File: src/shared/ocp_defines.svh
// register offsets, field positions, reset values and timing counts of the overcurrent block
`ifndef OCP_DEFINES_SVH
`define OCP_DEFINES_SVH
`define OCP_ADDR_CTRL 8'h00
`define OCP_ADDR_CFG 8'h04
`define OCP_ADDR_STATUS 8'h08
`define OCP_ADDR_IRQ_STAT 8'h0C
`define OCP_ADDR_IRQ_MASK 8'h10
`define OCP_CTRL_DSG_BIT 0
`define OCP_CTRL_CHG_BIT 1
`define OCP_CTRL_RESET 2'h3
`define OCP_CFG_RESET 2'h0
`define OCP_IRQ_ENTER_BIT 0
`define OCP_IRQ_LOAD_BIT 1
`define OCP_IRQ_EXIT_BIT 2
`define OCP_IRQ_W 3
`define OCP_DELAY_MS 10
`define OCP_CLK_HZ 20000000
`define OCP_DELAY_CYC ((`OCP_DELAY_MS * `OCP_CLK_HZ) / 1000)
`define OCP_RESP_OKAY 2'h0
`define OCP_RESP_SLVERR 2'h2
`endif

File: src/shared/ocp_pkg.sv
// types shared by the overcurrent protection block
package ocp_pkg;
  typedef enum logic [1:0] {
    ocp_normal,
    ocp_load_monitor,
    ocp_release
  } ocp_state_t;
endpackage

File: src/shared/ocp_tmr_if.sv
// carrier between the protection fsm and its delay timer
interface ocp_tmr_if;
  logic clear;
  logic run;
  logic expired;
  modport ctrl (output clear, output run, input expired);
  modport tmr (input clear, input run, output expired);
endinterface

File: src/design/ocp_protect.sv
// overcurrent protection state machine with axi4-lite register slave
//
// Functional notes
// RL1 - start detection delay when sense voltage first exceeds threshold; stay normal
// RL2 - detection delay expired with comparator still high enters protection
// RL3 - comparator falling before expiry clears timer; remain in normal operation
// RL4 - entering protection forces discharge FET drive off without software
// RL5 - entering protection enables load test current on load sense pin
// RL6 - load released: stop test current, leave load monitor, stay protected
// RL7 - leaving load monitor starts release timer for the release delay
// RL8 - release expiry with comparator still low returns to normal
// RL9 - on exit discharge FET follows the software control bit
// RL10 - FET bits writable in protection but pins frozen until exit
// RL11 - charge FET output untouched by entry to and exit from protection
// RL12 - detection and release delays equal, 10 ms nominal, one timer
// RL13 - two-bit threshold select in config register drives comparator
// RL14 - load dropping low during release cancels timer, back to monitor
`include "ocp_defines.svh"
module ocp_protect #(
  parameter int unsigned DELAY_CYC = `OCP_DELAY_CYC
) (
  // clock and reset
  input wire logic aclk,
  input wire logic aresetn,
  // axi4-lite write address
  input wire logic [7:0] s_axi_awaddr,
  input wire logic s_axi_awvalid,
  output logic s_axi_awready,
  // axi4-lite write data
  input wire logic [31:0] s_axi_wdata,
  input wire logic [3:0] s_axi_wstrb,
  input wire logic s_axi_wvalid,
  output logic s_axi_wready,
  // axi4-lite write response
  output logic [1:0] s_axi_bresp,
  output logic s_axi_bvalid,
  input wire logic s_axi_bready,
  // axi4-lite read address
  input wire logic [7:0] s_axi_araddr,
  input wire logic s_axi_arvalid,
  output logic s_axi_arready,
  // axi4-lite read data
  output logic [31:0] s_axi_rdata,
  output logic [1:0] s_axi_rresp,
  output logic s_axi_rvalid,
  input wire logic s_axi_rready,
  // analog comparators
  input wire logic oc_comparator,
  input wire logic load_released,
  // analog controls and fet pins
  output logic [1:0] oc_threshold_sel,
  output logic load_test_current,
  output logic discharge_fet_drive,
  output logic charge_fet_load_sense_pin,
  // interrupt
  output logic irq
);
  if (DELAY_CYC < 1) begin : g_delay_chk
    $error("DELAY_CYC must be at least one");
  end

  ocp_tmr_if tmr_bus ();

  ocp_delay_timer #(
    .DELAY_CYC(DELAY_CYC)
  ) u_timer (
    .aclk(aclk),
    .aresetn(aresetn),
    .t(tmr_bus)
  );

  // ---------------------------------------------------------------
  // state
  // ---------------------------------------------------------------
  ocp_pkg::ocp_state_t state;
  ocp_pkg::ocp_state_t next_state;
  logic [1:0] ctrl;
  logic [1:0] next_ctrl;
  logic [1:0] cfg;
  logic [1:0] next_cfg;
  logic [`OCP_IRQ_W-1:0] irq_stat;
  logic [`OCP_IRQ_W-1:0] next_irq_stat;
  logic [`OCP_IRQ_W-1:0] irq_mask;
  logic [`OCP_IRQ_W-1:0] next_irq_mask;
  logic next_dsg_pin;
  logic next_chg_pin;
  logic next_test_cur;
  logic next_irq;
  logic [`OCP_IRQ_W-1:0] ev;
  logic protect;

  // ---------------------------------------------------------------
  // axi4-lite slave
  // ---------------------------------------------------------------
  logic aw_held;
  logic next_aw_held;
  logic w_held;
  logic next_w_held;
  logic [7:0] aw_addr;
  logic [7:0] next_aw_addr;
  logic [31:0] w_data;
  logic [31:0] next_w_data;
  logic next_awready;
  logic next_wready;
  logic next_bvalid;
  logic [1:0] next_bresp;
  logic next_arready;
  logic next_rvalid;
  logic [31:0] next_rdata;
  logic [1:0] next_rresp;
  logic do_write;
  logic [7:0] wr_addr;
  logic [31:0] wr_data;
  logic [3:0] s_axi_wstrb_q;

  always_comb begin
    next_aw_held = aw_held;
    next_w_held = w_held;
    next_aw_addr = aw_addr;
    next_w_data = w_data;
    next_bvalid = s_axi_bvalid;
    next_bresp = s_axi_bresp;
    if (s_axi_awvalid && s_axi_awready) begin
      next_aw_held = 1'b1;
      next_aw_addr = s_axi_awaddr;
    end
    if (s_axi_wvalid && s_axi_wready) begin
      next_w_held = 1'b1;
      next_w_data = s_axi_wdata;
    end
    if (s_axi_bvalid && s_axi_bready) begin
      next_bvalid = 1'b0;
    end
    do_write = aw_held && w_held && !s_axi_bvalid;
    wr_addr = aw_addr;
    wr_data = w_data;
    if (do_write) begin
      next_aw_held = 1'b0;
      next_w_held = 1'b0;
      next_bvalid = 1'b1;
      next_bresp = `OCP_RESP_OKAY;
      if (aw_addr != `OCP_ADDR_CTRL && aw_addr != `OCP_ADDR_CFG
          && aw_addr != `OCP_ADDR_IRQ_STAT && aw_addr != `OCP_ADDR_IRQ_MASK
          && aw_addr != `OCP_ADDR_STATUS) begin
        next_bresp = `OCP_RESP_SLVERR;
      end
    end
    // one write in flight; ready drops while a phase is held
    next_awready = !next_aw_held && !next_bvalid;
    next_wready = !next_w_held && !next_bvalid;
  end

  always_comb begin
    next_arready = s_axi_arready;
    next_rvalid = s_axi_rvalid;
    next_rdata = s_axi_rdata;
    next_rresp = s_axi_rresp;
    if (s_axi_rvalid && s_axi_rready) begin
      next_rvalid = 1'b0;
      next_arready = 1'b1;
    end
    if (s_axi_arvalid && s_axi_arready) begin
      next_arready = 1'b0;
      next_rvalid = 1'b1;
      next_rresp = `OCP_RESP_OKAY;
      unique case (s_axi_araddr)
        `OCP_ADDR_CTRL: next_rdata = {30'h0000_0000, ctrl};
        `OCP_ADDR_CFG: next_rdata = {30'h0000_0000, cfg};
        `OCP_ADDR_STATUS: next_rdata = {27'h000_0000, charge_fet_load_sense_pin,
                                        discharge_fet_drive, load_test_current, state};
        `OCP_ADDR_IRQ_STAT: next_rdata = {29'h0000_0000, irq_stat};
        `OCP_ADDR_IRQ_MASK: next_rdata = {29'h0000_0000, irq_mask};
        default: begin
          next_rdata = 32'h0000_0000;
          next_rresp = `OCP_RESP_SLVERR;
        end
      endcase
    end
  end

  // ---------------------------------------------------------------
  // protection fsm
  // ---------------------------------------------------------------
  always_comb begin
    next_state = state;
    ev = '0;
    tmr_bus.clear = 1'b0;
    tmr_bus.run = 1'b0;
    unique case (state)
      ocp_pkg::ocp_normal: begin
        if (!oc_comparator) begin
          tmr_bus.clear = 1'b1; // RL3
        end else begin
          tmr_bus.run = 1'b1; // RL1
          if (tmr_bus.expired) begin
            next_state = ocp_pkg::ocp_load_monitor; // RL2
            tmr_bus.clear = 1'b1;
            ev[`OCP_IRQ_ENTER_BIT] = 1'b1;
          end
        end
      end
      ocp_pkg::ocp_load_monitor: begin
        if (load_released) begin
          next_state = ocp_pkg::ocp_release; // RL6 RL7
          ev[`OCP_IRQ_LOAD_BIT] = 1'b1;
        end
      end
      ocp_pkg::ocp_release: begin
        tmr_bus.run = 1'b1; // RL7 RL12
        if (!load_released) begin
          next_state = ocp_pkg::ocp_load_monitor; // RL14
          tmr_bus.clear = 1'b1; // RL14
        end else if (tmr_bus.expired && !oc_comparator) begin
          next_state = ocp_pkg::ocp_normal; // RL8
          tmr_bus.clear = 1'b1;
          ev[`OCP_IRQ_EXIT_BIT] = 1'b1;
        end
      end
      default: begin
        next_state = ocp_pkg::ocp_normal;
      end
    endcase
  end

  // ---------------------------------------------------------------
  // registers, pins and interrupt
  // ---------------------------------------------------------------
  always_comb begin
    next_ctrl = ctrl;
    next_cfg = cfg;
    next_irq_mask = irq_mask;
    next_irq_stat = irq_stat;
    if (do_write) begin
      unique case (wr_addr)
        `OCP_ADDR_CTRL: if (s_axi_wstrb_q[0]) next_ctrl = wr_data[1:0]; // RL10
        `OCP_ADDR_CFG: if (s_axi_wstrb_q[0]) next_cfg = wr_data[1:0]; // RL13
        `OCP_ADDR_IRQ_MASK: if (s_axi_wstrb_q[0]) next_irq_mask = wr_data[2:0];
        `OCP_ADDR_IRQ_STAT: begin
          if (s_axi_wstrb_q[0]) next_irq_stat = irq_stat & ~wr_data[2:0];
        end
        default: begin
        end
      endcase
    end
    // a new event beats a clear in the same cycle
    next_irq_stat = next_irq_stat | ev;
    protect = next_state != ocp_pkg::ocp_normal;
    next_test_cur = next_state == ocp_pkg::ocp_load_monitor; // RL5 RL6
    if (protect) begin
      next_dsg_pin = 1'b0; // RL4 RL10
      next_chg_pin = charge_fet_load_sense_pin; // RL10 RL11
    end else begin
      next_dsg_pin = next_ctrl[`OCP_CTRL_DSG_BIT]; // RL9
      next_chg_pin = next_ctrl[`OCP_CTRL_CHG_BIT]; // RL11
    end
    next_irq = |(next_irq_stat & next_irq_mask);
  end

  always_ff @(posedge aclk) begin
    if (!aresetn) begin
      s_axi_wstrb_q <= 4'h0;
    end else if (s_axi_wvalid && s_axi_wready) begin
      s_axi_wstrb_q <= s_axi_wstrb;
    end
  end

  always_ff @(posedge aclk) begin
    if (!aresetn) begin
      state <= ocp_pkg::ocp_normal;
      ctrl <= `OCP_CTRL_RESET;
      cfg <= `OCP_CFG_RESET;
      irq_stat <= '0;
      irq_mask <= '0;
      discharge_fet_drive <= 1'b1;
      charge_fet_load_sense_pin <= 1'b1;
      load_test_current <= 1'b0;
      oc_threshold_sel <= `OCP_CFG_RESET;
      irq <= 1'b0;
      aw_held <= 1'b0;
      w_held <= 1'b0;
      aw_addr <= 8'h00;
      w_data <= 32'h0000_0000;
      s_axi_awready <= 1'b0;
      s_axi_wready <= 1'b0;
      s_axi_bvalid <= 1'b0;
      s_axi_bresp <= 2'h0;
      s_axi_arready <= 1'b0;
      s_axi_rvalid <= 1'b0;
      s_axi_rdata <= 32'h0000_0000;
      s_axi_rresp <= 2'h0;
    end else begin
      state <= next_state;
      ctrl <= next_ctrl;
      cfg <= next_cfg;
      irq_stat <= next_irq_stat;
      irq_mask <= next_irq_mask;
      discharge_fet_drive <= next_dsg_pin;
      charge_fet_load_sense_pin <= next_chg_pin;
      load_test_current <= next_test_cur;
      oc_threshold_sel <= next_cfg; // RL13
      irq <= next_irq;
      aw_held <= next_aw_held;
      w_held <= next_w_held;
      aw_addr <= next_aw_addr;
      w_data <= next_w_data;
      s_axi_awready <= next_awready;
      s_axi_wready <= next_wready;
      s_axi_bvalid <= next_bvalid;
      s_axi_bresp <= next_bresp;
      s_axi_arready <= (s_axi_arready || s_axi_rvalid) ? next_arready : !next_rvalid;
      s_axi_rvalid <= next_rvalid;
      s_axi_rdata <= next_rdata;
      s_axi_rresp <= next_rresp;
    end
  end
endmodule

File: src/design/ocp_delay_timer.sv
// shared detection / release delay timer
module ocp_delay_timer #(
  parameter int unsigned DELAY_CYC = 200000
) (
  // clock and reset
  input wire logic aclk,
  input wire logic aresetn,
  // control
  ocp_tmr_if.tmr t
);
  if (DELAY_CYC < 1) begin : g_delay_chk
    $error("delay must be at least one cycle");
  end

  logic [31:0] count;
  logic [31:0] next_count;
  logic expired;
  logic next_expired;

  // one timer serves both delays, so they cannot differ
  always_comb begin
    next_count = count;
    next_expired = 1'b0;
    if (t.clear || !t.run) begin
      next_count = 32'h0000_0000;
    end else if (count >= DELAY_CYC - 1) begin
      next_expired = 1'b1;
    end else begin
      next_count = count + 32'h0000_0001;
    end
  end

  always_ff @(posedge aclk) begin
    if (!aresetn) begin
      count <= 32'h0000_0000;
      expired <= 1'b0;
    end else begin
      count <= next_count;
      expired <= next_expired;
    end
  end

  // clear is left out here: the fsm derives clear from expired, so it would loop
  assign t.expired = expired && t.run;
endmodule

File: config.mk
export PLATFORM = sky130hd
export DESIGN_NAME = ocp_protect
export DESIGN_NICKNAME = d
export VERILOG_FILES = /design/src/shared/ocp_pkg.sv /design/src/shared/ocp_tmr_if.sv /design/src/design/ocp_protect.sv /design/src/design/ocp_delay_timer.sv
export VERILOG_INCLUDE_DIRS = /design/src /design/src/shared
export SDC_FILE = /design/constraint.sdc
export NUM_CORES = 1
export LEC_CHECK = 0
export ABC_CLOCK_PERIOD_IN_PS = 4400
export BUFFER_PORTS_ARGS = -buffer_cell sky130_fd_sc_hd__buf_4
export CAP_MARGIN = 20
export CORE_ASPECT_RATIO = 1.25
export CORE_UTILIZATION = 55
export CTS_CLUSTER_DIAMETER = 30
export DETAILED_ROUTE_END_ITERATION = 12
export PLACE_DENSITY = 0.85
export SKIP_LAST_GASP = 1
export SYNTH_ARGS = -nofsm -noshare
export SYNTH_HDL_FRONTEND = slang
export SYNTH_SLANG_ARGS = --single-unit
File: constraint.sdc
create_clock -name aclk -period 4.4 [get_ports aclk]
set_clock_uncertainty 0.2 [all_clocks]
set_input_delay 0.22 -clock aclk [delete_from_list [all_inputs] [get_ports aclk]]
set_output_delay 0.22 -clock aclk [all_outputs]
set_load 0.01 [all_outputs]
# --- Yosys cells after proc, flatten, opt, wreduce, memory -nomap -nowiden ---
# Cells that the tools add are included.
word_totals:
  regBits: 104
  output_inout_bits: 47
op_classes:
  add_sub_neg: 1
  magnitude_cmp: 1
  eq_ne: 15
  n_mux: 44
  bitwise_logic: 5
  n_reduce_logical: 33
ops:
  columns: ["op", "count"]
  rows:
  - ["32-bit by 1-bit adder with 32-bit output, second input constant", 1]
  - ["32-bit by 18-bit >= comparator with 1-bit output, second input constant", 1]
  - ["5-bit one-hot mux with 5 select lines", 1]
  - ["8-bit by 4-bit == test with 1-bit output, second input constant", 3]
  - ["1-bit two-way mux", 24]
  - ["2-bit two-way mux", 10]
  - ["3-bit two-way mux", 6]
  - ["8-bit by 3-bit == test with 1-bit output, second input constant", 2]
  - ["8-bit by 5-bit == test with 1-bit output, second input constant", 2]
  - ["8-bit logical NOT", 2]
  - ["8-bit by 4-bit != test with 1-bit output, second input constant", 2]
  - ["1-bit logical AND", 15]
  - ["8-bit by 3-bit != test with 1-bit output, second input constant", 1]
  - ["8-bit by 5-bit != test with 1-bit output, second input constant", 1]
  - ["8-bit nonzero test", 1]
  - ["1-bit logical NOT", 7]
  - ["3-bit bitwise AND", 2]
  - ["2-bit one-hot mux with 3 select lines", 1]
  - ["5-bit OR reduction", 1]
  - ["2-bit by 1-bit == test with 1-bit output, second input constant", 2]
  - ["1-bit one-hot mux with 2 select lines", 2]
  - ["3-bit != test, second input constant", 1]
  - ["3-bit inverter", 1]
  - ["3-bit OR", 1]
  - ["8 further kinds", 9]

# --- Logic depth before layout (Yosys ltp) ---
depth:
  depth_word: 10
  depth_mapped: 7
  mapped_depth_nobuf: 6

# --- Hierarchy ---
# A second synthesis with hierarchy kept.
unflattened:
  cells_unflattened: 397
  area_unflattened_um2: 3419.5
by_module_without_submodules:
  columns: ["mod", "instances", "cells_each", "area_each_um2", "seq_area_each_um2"]
  rows:
  - ["ocp_protect", 1, 243, 2073.2, 840.8]
  - ["ocp_delay_timer", 1, 154, 1346.3, 660.6]

# --- Worst setup path before layout ---
# No wires, ideal clock.
synth_path:
  path_kind: "reg-to-reg"
  start: "reg aw_addr[1]"
  end: "reg irq"
  arrival_ns: 1.692
  setup_slack_ns: 2.390
  stages_incl_launch_ff: 6
  period_less_slack_ns: 2.010
  cell_sequence: "dfxtp_1 -> or4_4 -> nor4_4 -> mux2i_1 -> o32ai_2 -> o2bb2ai_1"
synth_between:
  elab_chain_len: 6
  word_cells_on_any_way: 9
  cone_classes: "eq/ne: 2; mux: 4; bitwise: 2; reduce/logical: 1"
synth_lines:
  columns: ["element", "line", "rtl"]
  rows:
  - ["from (decl)", "ocp_protect.sv:99", "logic [7:0] aw_addr;"]
  - ["from (signal assigned)", "ocp_protect.sv:304", "aw_addr <= next_aw_addr;"]
  - ["8-bit by 4-bit == test with 1-bit output", "ocp_protect.sv:234", "unique case (wr_addr)"]
  - ["3-bit two-way mux", "ocp_protect.sv:234", null]
  - ["3-bit two-way mux", "ocp_protect.sv:233", "if (do_write) begin"]
  - ["3-bit OR", "ocp_protect.sv:246", "next_irq_stat = next_irq_stat | ev;"]
  - ["3-bit bitwise AND (*)", "ocp_protect.sv:256", "next_irq = |(next_irq_stat & next_irq_mask);"]
  - ["3-bit OR reduction (*)", "ocp_protect.sv:256", null]
  - ["to (signal assigned)", "ocp_protect.sv:301", "irq <= next_irq;"]
  - ["to (decl)", "ocp_protect.sv:56", "output logic irq"]
# Every way passes the cells marked *; elsewhere a longest branch is shown, timed or not.
# A chain may end at the register's enable or synchronous reset.

# --- Final worst setup path ---
# Same ends and word-level chain as after synthesis.

==> impl_results.md <==
* Core area at 0.005896 sq mm
* Met2 Use GR at 38.32%
* I/O Buffers at 46
* Die Y-Extent at 90.05 um
* WS Path Type: register to register
* Fin. Hold Viols at 0
* Worst-margin pin slew at 0.9401 ns
* Total Wirelength at 6.782 mm
* PwrDens at 318.8 mW/mm^2
* DR pass1 iterations at 4
* Initial Util at 57.85%
* Rows at 31
* FF+latch count, synth at 75
* Synth Area in Adders at 0.3668%
* Largest net degree at the start of global routing at 43
* Cell family with most CP delay: simple AND/OR/NAND/NOR gates
* Full die area at 0.006522 sq mm
* RePlAce Congestion at 0.8034
* Slowest stage delay, CP at 0.62 ns
* Remaining antenna violation count at 0
* Peak supply drop at 0.0002066 V
* Required @ worst endpoint at 4.45 ns
* Worst relative slew slack at 37.32%
* Static leakage at 1.538 nW
* Hold Crit Start: s_axi_awvalid
* Via count at 2824
* # IOs at 108
* CP max FO at 4
* Sinks on Clock Net at 75
* Simple-gate share of the synthesized area at 27.40%
* First-pass GRT wire length at 11.14 mm
* Gr usage total at 21.61%
* Drt wl/cell at 12.80 um
* CTS root buf: clkbuf_8
* Register area share after synthesis at 44.02%
* Asr flop ratio synth at 0%
* Vias per cell at 5.328
* Die width at 72.44 um
* Syn. warnings at 0
* Synth-to-layout area growth at 18.86%
* Drt first-iter violations at 125
* Compound-Gate Fraction of Synth Area at 15.04%
* Syn Inst Count at 383
* Endpoint kind of the worst setup timing path: register
* XOR/XNOR share of the synthesized area at 0.2568%
* # diodes at 0
* Post-synth EDFFs at 0
* Largest family of logic cells by synthesized area: simple AND/OR/NAND/NOR gates
* Vias in the first global route at 2620
* Longest Clk Path Bufs at 2
* Crit start category: register
* # setup viols final at 0
* Avg Cell Area, Syn at 8.905 sq um
* CTS buffer count at 9
* Layout cells sized above 1 at 16.74%
* Worst-path cell chain: or4_4 > nor4_1 > and3b_1 > o32ai_2 > o2bb2ai_1
* Max-Cap Viols at 0
* TritonCTS clock tree: done
* Setup_tns at 0 ns
* Met1 usage at 23.67%
* Prevailing post-synth register cell: dfxtp_1
* Clk pin slew, worst setup/hold paths at 0.08 ns
* Core Util, Final at 68.76%
* Min Tclk post-route at 2.355 ns
* GR Util met3 at 6.278%
* Pins Over Slew Limit at 0
* Nets at 506
* Critical path startpoint: aw_addr[1]
* Filler Cells Inserted at 466
* DP HPWL at 4.621 mm
* Critical path buffers and inverters at 0
* Latest clock arrival within the worst-skew pair at 0.35 ns
* Mux contribution to synthesized area at 3.558%
* Synth cell types at 54
* CTS H-Tree Depth at 3
* Critical-path cell with the highest stage delay: nor4_1
* Initial antenna violation count at 0
* Mapped cell area at 0.003411 sq mm
* RSZ-0062 raised after global routing: no
* Remaining DRCs at 0
* Crit path DAT at 2.41 ns
* Worst Hold Class: input pin to register
* FMAX at 424.7 MHz
* Reg2reg start: aw_addr[1]
* Gr busiest metal: met2
* GR Overflow Total at 0
* Final Cycle Share at 53.51%
* Result of the run: finished, final reports clean
-- through the flow --
stage	instances	worst slack, ns	power, W	hold slack [ns]	instance area (sq um)
final	530	2.045	0.001293	0.005269	4054
after global routing	530	1.952	0.001341	0.006229	4054
after CTS	530	2.030	0.001300	0.0001602	4054
after detailed placement	496	2.036	0.0008186	0.2481	3686
after global placement	496	2.056	0.0008158	0.2444	3686
after floorplan	411	2.390	0.0007980	0.1579	3516
-- cells in the final DEF (no fill, tap or decap), drive strengths merged, types with 2 or more instances in the layout --
cell type / n
o21ai: 15
mux2i: 11
buf: 46
clkbuf: 11
dfxtp: 75
nor3: 6
nor3b: 6
and3: 3
dlygate4sd3: 19
nand3b: 3
and2: 16
or2: 2
nand4: 4
nand2: 43
clkinv: 3
or3: 6
nor2: 14
nand2b: 9
o211ai: 4
nand3: 21
conb: 29
a21boi: 16
or4: 8
nor2b: 8
nor4: 11
a21oi: 17
nor4b: 2
a2111oi: 2
inv: 10
o21a: 3
o31ai: 5
-- per-layer routing --
layer  vias to the layer above  wire length [um]
met5                         -                 0
met4                         0               119
met3                        10               314
met2                        71              3449
met1                      1324              2898
li1                       1419                 -
-- what timing repair did --
| item | CTS | global route |
|---|---|---|
| hold buffers | 19 | 0 |
| setup buffers | 0 | 0 |
| gates resized for setup | 0 | 0 |
| endpoints found under the hold margin | 16 | 0 |
-- cell usage after synthesis (9+ instances only) --
library cell | instances | share of area (%)
nand3_1 | 21 | 3.1
a21oi_1 | 17 | 2.5
buf_4 | 29 | 6.4
clkbuf_1 | 13 | 1.4
nand2_1 | 43 | 4.7
inv_1 | 10 | 1.1
nand2b_1 | 9 | 1.7
mux2i_1 | 11 | 3.2
o21ai_0 | 15 | 2.2
a21boi_0 | 16 | 3.5
dfxtp_1 | 75 | 44
nor2_1 | 14 | 1.5
and2_1 | 15 | 2.8
-- state kept, by name, summed over array words and instances, names as in the netlist, 2 cells and up --
name and count:
cfg 2, w_data 3, irq_mask 3, s_axi_rdata 5, u_timer.count 32, irq_stat 3, aw_addr 8, ctrl 2
state 2
-- cell families (layout without fill, tap and decap cells) --
group	Yosys count	after routing
other cells	1	29
compound gates	75	75
xor+xnor	1	1
simple gates	165	165
buf+inv	53	90
flops	75	75
mux	12	12
fa+ha+maj	1	1
-- report_power, final --
group	total, W	switching (W)	internal [W]
clock network	0.000475	0.000244	0.000231
logic	0.000111	0.0000557	0.0000549
registers	0.000707	0.0000145	0.000692
-- worst min-delay path, cell delays in order --
cell,delay (ns)
buf_4,0.14
nand3_1,0.08
a21boi_0,0.07
-- final cells by class --
cell class                      instances  area [sq um]  area share (%)
Clock inverter                          4         26.28          0.6481
Tap cell                               82         102.6           2.531
Clock buffer                           11         151.4           3.735
Inverter                               10         37.54          0.9259
Multi-Input combinational cell        283          1699           41.91
Timing Repair Buffer                   65         535.5           13.21
Sequential cell                        75          1501           37.04
-- final timing paths --
| check | endpoint | slack, ns | cells after the start |
|---|---|---|---|
| hold reg to reg | u_timer.count[23] | 0.26 | 1 |
| setup reg to reg | irq | 2.05 | 5 |
| setup / recovery | irq | 2.05 | 5 |
| hold / removal | aw_addr[3] | 0.005 | 3 |
Power figures use the tool's default switching activity.
